===== config.mk =====
export PLATFORM = sky130hd
export DESIGN_NAME = pib_port_intensity_bank
export DESIGN_NICKNAME = d
export VERILOG_FILES = /design/src/verilog/pib_pkg.sv /design/src/verilog/unused_placeholder_none.sv /design/src/verilog/pib_port_intensity_bank.sv /design/src/verilog/pib_slot_counter.sv
export SDC_FILE = /design/constraint.sdc
export NUM_CORES = 1
export LEC_CHECK = 0
export ABC_AREA = 1
export BUFFER_PORTS_ARGS = -buffer_cell sky130_fd_sc_hd__buf_2
export CELL_PAD_IN_SITES_DETAIL_PLACEMENT = 1
export CELL_PAD_IN_SITES_GLOBAL_PLACEMENT = 1
export CORE_MARGIN = 1
export CORE_UTILIZATION = 47
export DETAILED_ROUTE_END_ITERATION = 12
export GPL_TIMING_DRIVEN = 0
export PLACE_DENSITY_LB_ADDON = 0.3
export RECOVER_POWER = 100
export SKIP_LAST_GASP = 1
export SLEW_MARGIN = 15
export SYNTH_ARGS = -nofsm -noshare
export SYNTH_HDL_FRONTEND = slang
export SYNTH_SLANG_ARGS = --single-unit

===== constraint.sdc =====
create_clock -name ref_clk -period 4 [get_ports ref_clk]
set_clock_uncertainty 0.05 [all_clocks]
set_input_delay 0.6 -clock ref_clk [delete_from_list [all_inputs] [get_ports ref_clk]]
set_output_delay 0.6 -clock ref_clk [all_outputs]
set_load 0.01 [all_outputs]

===== src/verilog/pib_pkg.sv =====
// Package with register codes, field layout and reset values of the intensity bank
package pib_pkg;
  localparam int PIB_ADDR_W = 8;
  localparam int PIB_DATA_W = 8;
  localparam int PIB_LEVEL_W = 4;
  localparam int PIB_PORTS = 8;
  localparam int PIB_PAIRS = 4;
  localparam int PIB_SLOTS = 16;
  localparam logic [7:0] PIB_ADDR_PAIR_1_0 = 8'h10;
  localparam logic [7:0] PIB_ADDR_PAIR_3_2 = 8'h11;
  localparam logic [7:0] PIB_ADDR_PAIR_5_4 = 8'h12;
  localparam logic [7:0] PIB_ADDR_PAIR_7_6 = 8'h13;
  localparam int PIB_HI_LSB = 4;
  localparam int PIB_LO_LSB = 0;
  localparam logic [7:0] PIB_PAIR_RESET = 8'hFF;
  localparam logic [3:0] PIB_LEVEL_STATIC = 4'hF;
  localparam logic [3:0] PIB_MASTER_OFF = 4'h0;
  localparam logic [3:0] PIB_SLOT_LAST = 4'hF;
  localparam int PIB_SLOT_CYCLES = 1;
  typedef logic [7:0] pib_pair_t;
endpackage : pib_pkg


===== src/verilog/unused_placeholder_none.sv =====
// Interface carrying the run request and slot count between the bank and its counter
`timescale 1ns/1ps
interface pib_slot_if;
  logic run;
  logic [3:0] slot_q;
  modport counter (
    input run,
    output slot_q
  );
  modport bank (
    output run,
    input slot_q
  );
endinterface : pib_slot_if


===== src/verilog/pib_port_intensity_bank.sv =====
// Per-port PWM intensity register bank for ports 0 to 7
// What this block does
// - Register 0x10 holds port 1 level in D7..D4 and port 0 in D3..D0.
// - Reading an intensity register returns both fields exactly as held before any write in the same cycle.
// - Register 0x11 holds port 3 upper nibble and port 2 lower nibble.
// - Register 0x12 holds port 5 upper nibble and port 4 lower nibble.
// - Register 0x13 holds port 7 upper nibble and port 6 lower nibble.
// - Code 0000 gives one sixteenth duty; each step adds one sixteenth.
// - Code 1111 gives full duty: static level, no PWM switching.
// - Only the new addresses are claimed; other addresses behave unchanged.
// - After power-up the PWM features stay off, like the legacy expanders.
// - Master level zero stops PWM; all outputs stay static.
`timescale 1ns/1ps
module pib_port_intensity_bank #(
  parameter int SLOT_CYCLES = pib_pkg::PIB_SLOT_CYCLES
) (
  input wire logic ref_clk,
  input wire logic reset_n,
  input wire logic [pib_pkg::PIB_ADDR_W-1:0] reg_addr,
  input wire logic reg_wr_en,
  input wire logic [pib_pkg::PIB_DATA_W-1:0] reg_wr_data,
  input wire logic reg_rd_en,
  output logic [pib_pkg::PIB_DATA_W-1:0] reg_rd_data_q,
  output logic reg_rd_hit_q,
  input wire logic [3:0] master_level,
  input wire logic [pib_pkg::PIB_PORTS-1:0] port_level,
  output logic [pib_pkg::PIB_PORTS-1:0] port_drive_q
);
  import pib_pkg::*;

  pib_pair_t pair_q [PIB_PAIRS];
  pib_pair_t pair_d [PIB_PAIRS];
  logic [7:0] rd_data_d;
  logic rd_hit_d;
  logic [7:0] drive_d;
  logic [3:0] slot_q;
  logic pwm_run;

  // Maps an address code to a pair index; only 0x10..0x13 are claimed
  function automatic logic pair_hit(input logic [7:0] addr);
    pair_hit = (addr >= PIB_ADDR_PAIR_1_0) && (addr <= PIB_ADDR_PAIR_7_6);
  endfunction : pair_hit

  function automatic logic [1:0] pair_index(input logic [7:0] addr);
    logic [7:0] diff;
    diff = 8'(addr - PIB_ADDR_PAIR_1_0);
    pair_index = diff[1:0];
  endfunction : pair_index

  // Odd port sits in the upper nibble, even port in the lower one
  function automatic logic [3:0] port_code(input pib_pair_t pr, input logic upper);
    port_code = upper ? pr[PIB_HI_LSB +: PIB_LEVEL_W] : pr[PIB_LO_LSB +: PIB_LEVEL_W];
  endfunction : port_code

  assign pwm_run = (master_level != PIB_MASTER_OFF);

  pib_slot_if slot_if ();

  assign slot_if.run = pwm_run;
  assign slot_q = slot_if.slot_q;

  pib_slot_counter #(
    .SLOT_CYCLES(SLOT_CYCLES)
  ) u_slot (
    .ref_clk(ref_clk),
    .reset_n(reset_n),
    .slot_bus(slot_if.counter)
  );

  always_comb begin
    for (int i = 0; i < PIB_PAIRS; i++) begin
      pair_d[i] = pair_q[i];
    end
    if (reg_wr_en && pair_hit(reg_addr)) begin
      pair_d[pair_index(reg_addr)] = reg_wr_data;
    end
  end

  always_comb begin
    rd_hit_d = 1'b0;
    rd_data_d = reg_rd_data_q;
    if (reg_rd_en) begin
      rd_hit_d = pair_hit(reg_addr);
      // Unclaimed codes answer zero and no hit, leaving them to the legacy map
      rd_data_d = pair_hit(reg_addr) ? pair_q[pair_index(reg_addr)] : 8'h00;
    end
  end

  always_comb begin
    logic [3:0] code;
    code = 4'h0;
    drive_d = 8'h00;
    for (int p = 0; p < PIB_PORTS; p++) begin
      code = port_code(pair_q[p/2], p[0]);
      if (!pwm_run || code == PIB_LEVEL_STATIC) begin
        drive_d[p] = port_level[p];
      end else begin
        // Active for slots 0..code, i.e. code+1 of sixteen slots
        drive_d[p] = port_level[p] & (slot_q <= code);
      end
    end
  end

  always_ff @(posedge ref_clk or negedge reset_n) begin
    if (!reset_n) begin
      // Static codes at power-up keep the PWM feature invisible to legacy software
      for (int i = 0; i < PIB_PAIRS; i++) begin
        pair_q[i] <= PIB_PAIR_RESET;
      end
      reg_rd_data_q <= 8'h00;
      reg_rd_hit_q <= 1'b0;
      port_drive_q <= 8'h00;
    end else begin
      for (int i = 0; i < PIB_PAIRS; i++) begin
        pair_q[i] <= pair_d[i];
      end
      reg_rd_data_q <= rd_data_d;
      reg_rd_hit_q <= rd_hit_d;
      port_drive_q <= drive_d;
    end
  end
endmodule : pib_port_intensity_bank


===== src/verilog/pib_slot_counter.sv =====
// Shared sixteen-slot PWM slot counter
`timescale 1ns/1ps
module pib_slot_counter #(
  parameter int SLOT_CYCLES = pib_pkg::PIB_SLOT_CYCLES
) (
  input wire logic ref_clk,
  input wire logic reset_n,
  pib_slot_if.counter slot_bus
);
  import pib_pkg::*;

  logic run;
  logic [3:0] slot_q;
  logic [15:0] div_q;
  logic [15:0] div_d;
  logic [3:0] slot_d;

  assign run = slot_bus.run;
  assign slot_bus.slot_q = slot_q;

  always_comb begin
    div_d = div_q;
    slot_d = slot_q;
    if (!run) begin
      // Oscillator stopped: park at slot zero so restart is clean
      div_d = 16'h0000;
      slot_d = 4'h0;
    end else if (div_q == 16'(SLOT_CYCLES - 1)) begin
      div_d = 16'h0000;
      slot_d = (slot_q == PIB_SLOT_LAST) ? 4'h0 : 4'(slot_q + 4'h1);
    end else begin
      div_d = 16'(div_q + 16'h0001);
    end
  end

  always_ff @(posedge ref_clk or negedge reset_n) begin
    if (!reset_n) begin
      div_q <= 16'h0000;
      slot_q <= 4'h0;
    end else begin
      div_q <= div_d;
      slot_q <= slot_d;
    end
  end
endmodule : pib_slot_counter


==> results.toml <==
[timing]
worst_slack_ps = 2140
timing.final.crit_share_pct = 46.6
unrepaired_setup_endpoints_after_global_routing = "no"
period_minus_slack_ps = 1860
setup-violations-final = 0
transition_time_of_the_tightest_slew_check_pin_ps = 1190
fin_tns_setup_ps = 0
final_max_slew_viol_count = 0
timing_hold_violations_final = 0
max_freq_mhz = 536
max-slew-margin-rel_pct = 20.4

[die]
die_x_um = 97.2
boundaryPins = 49
die-area_um2 = 9440
floorplan.initialDensity_pct = 48.6
die_height_um = 97.2
core_region_area_um2 = 8760
core.rowCount = 34

[synth]
postSynthNetCount = 590
synthDistinctLibCells = 26
dominant_register_cell_in_the_synthesized_netlist = "dfrtp_1"
synth_area_per_cell_um2 = 8.14
synth.cell_area_um2 = 4260
async_flop_share_pct = 100
dominant_cell_by_count_in_the_synthesized_netlist = "nand2_1"
synth-seq-area-share_pct = 41.5
synthCells = 523
synth-warning-count = 0
yosysTopAreaCellShare_pct = 21.8
synth.top_cells.by_count = "nand2_1 (147), nor2_1 (61), inv_1 (58)"
synth_top_area_cell = "dfrtp_1"
ys_ff_latch = 69
synth_enable_flop_cells = 0
synth_top_cells_by_area = "dfrtp_1 (22%), dfstp_2 (20%), nand2_1 (13%)"

[place]
dp_hpwl_mm = 8.93
io_buffer_count = 48
pre_cts_slack_ps = 2080
gpl.final_weighted_congestion = 0.865

[routing]
detail_route.vias_per_cell = 5.36
final_antenna_net_count = 0
route.vias.total = 3732
drt-wirelength-per-cell_um = 16.7
first_pass_iters = 5
violation_count_after_the_first_detailed_route_iteration = 101
remaining_drc_errors = 0
detail_route.wirelength_mm = 11.6

[critical_path]
startpoint_type = "input pin"
regToRegStartpoint = "u_slot.slot_bus.slot_q[3]"
worst_path_max_delay_cell = "clkbuf_1"
end_kind = "register"
path_buf_inv = 2
r2r.worst_path.cells = 4
crit_fanout = 10
crit_family = "simple AND/OR/NAND/NOR gates"
worstPathArrival_ps = 2060
critical_path.reg2reg.endpoint = "port_drive_q[3]"
critical-path-top-cell-by-count = "nor2_1"
slowest_delay_ps = 340
timing.critical_path.cells = "buf_2 > nor2_1 > nand3_2 > nor2_1 > nand2_1 > clkbuf_1 > o21ai_0"
cp_data_required_time_ps = 4200
critPathKind = "input pin to register"
setup_slack_on_the_worst_flop_to_flop_path_ps = 2270

[flow_run]
max_cap_viol_count = 0

[clocking]
post-cts-setup-buffer-count = 0
clock-sinks = 69
htreeDepth = 3
clockBufferDepth = 2
clock_tree_from_tritoncts = "yes"
numCtsBuffers = 9
post_cts_hold_buffer_count = 0
quantity_of_gates_resized_following_cts = 0
worst_skew_pair.late_latency_ps = 340
root_buffer = "clkbuf_8"
path_clk_slew_ps = 70

[layout]
fillers = 1130
seqCellArea_um2 = 1770
num_antenna_cells = 0
syn2layout_area_growth_pct = 9.20
multi_input_combinational_cell_area_um2 = 2060
num-nets-final = 650
layout-drive-gt1-share_pct = 17.9

[pwr]
netSwitchingPower_mw = 0.738
switching_share_pct = 35.8
power.share.combinational_pct = 28.8
sequentialPowerShare_pct = 45.0
clockPowerShare_pct = 26.2
power-per-cell-area_nw_per_um2 = 444
p_leak_nw = 2.18
power.ir.vdd_worst_mv = 0.251
pint_mw = 1.33

[global_route]
vias_in_the_first_global_route = 4174
grt_pass1_wl_mm = 19.9
initial_antenna_violation_count = 0
groute.usage.overall_pct = 26.7
gr-total-overflow = 0
grt_start_max_net_pins = 51

[min_path]
timing.hold.worst.class = "input pin to asynchronous set/reset pin"

[status]
status = "finished clean"
[stage by stage]
step / utilization, % / cells / hold slack (ps) / cell area (um2) / total power [mW]
6_report: 53.0 / 696 / 426 / 4650 / 2.06
5_1_grt: 53.0 / 696 / 437 / 4650 / 2.22
4_1_cts: 55.3 / 696 / 85.5 / 4840 / 2.11
3_5_place_dp: 53.2 / 680 / 420 / 4660 / 1.57
3_3_place_gp: 52.9 / 679 / 408 / 4630 / 1.51
2_1_floorplan: - / 523 / 254 / 4260 / 1.33
[per-layer routing]
metal  wire [um]  global-route usage, %  vias up
li1            -                      -     1813
met1        5140                   32.6     1838
met2        5910                   48.0       61
met3         313                   3.74       20
met4         230                   8.84        0
met5           0                      0        -
[kinds of logic (layout without fill, tap and decap cells)]
logic type,Yosys count,in the layout,share of synthesized area (%)
AO/OA/AOI/OAI,69,69,11.4
XOR/XNOR,5,5,1.03
adder cells (fa/ha/maj),35,35,10.3
buffers and inverters,69,134,6.85
flip-flops,69,69,41.5
AND/OR/NAND/NOR,276,276,28.9
[layout by cell type (no fill, tap or decap), drive strengths merged]
master and instances:
nor3 3, xnor2 2, o21ai 44, nand3 16, xor2 3, nand4 25
clkbuf 38, nor2 72, dfrtp 37, nand2 160, a21oi 17, buf 32
ha 35, inv 61, clkinv 3, dfstp 32, a21boi 8
[how the worst max path moves through the flow]
stage	startpoint	cells past startpoint	to
4_1_cts	u_slot.slot_bus.slot_q[0]	6	port_drive_q[7]
2_1_floorplan	reg_addr[2]	7	pair_q[5]
3_3_place_gp	reset_n	1	u_slot.slot_bus.slot_q[0]
5_1_grt	reg_addr[7]	7	pair_q[29]
6_report	reg_addr[7]	7	pair_q[29]
3_5_place_dp	master_level[3]	7	port_drive_q[7]
[registers in the layout, indices dropped and copies added, names as in the netlist]
register                cells
reg_rd_data_q               8
u_slot.slot_bus.slot_q      4
port_drive_q                8
pair_q                     32
reg_rd_hit_q                1
u_slot.div_q               16
[worst register-to-register path, cell delays in order, from the launching register on]
cell,delay [ps]
dfrtp_1,730
ha_1,360
a21oi_1,140
o21ai_0,100
a21boi_0,240
[power groups by stage]
stage	registers (mW)	clock network, mW	logic (mW)
2_1_floorplan	0.922	0	0.411
3_3_place_gp	0.931	0	0.575
3_5_place_dp	0.939	0	0.630
4_1_cts	0.927	0.549	0.637
5_1_grt	0.943	0.579	0.698
6_report	0.929	0.540	0.594
[cell type report]
cell class	count	area share, %
plain buffers	6	0.511
inverters	63	5.09
flip-flops and latches	69	38.0
clock inverters	1	0.108
multi-input cells	385	44.3
clock buffers	15	3.80
repair buffers	49	5.28
well taps	108	2.91
No activity file was read; power rests on OpenSTA's default activity.
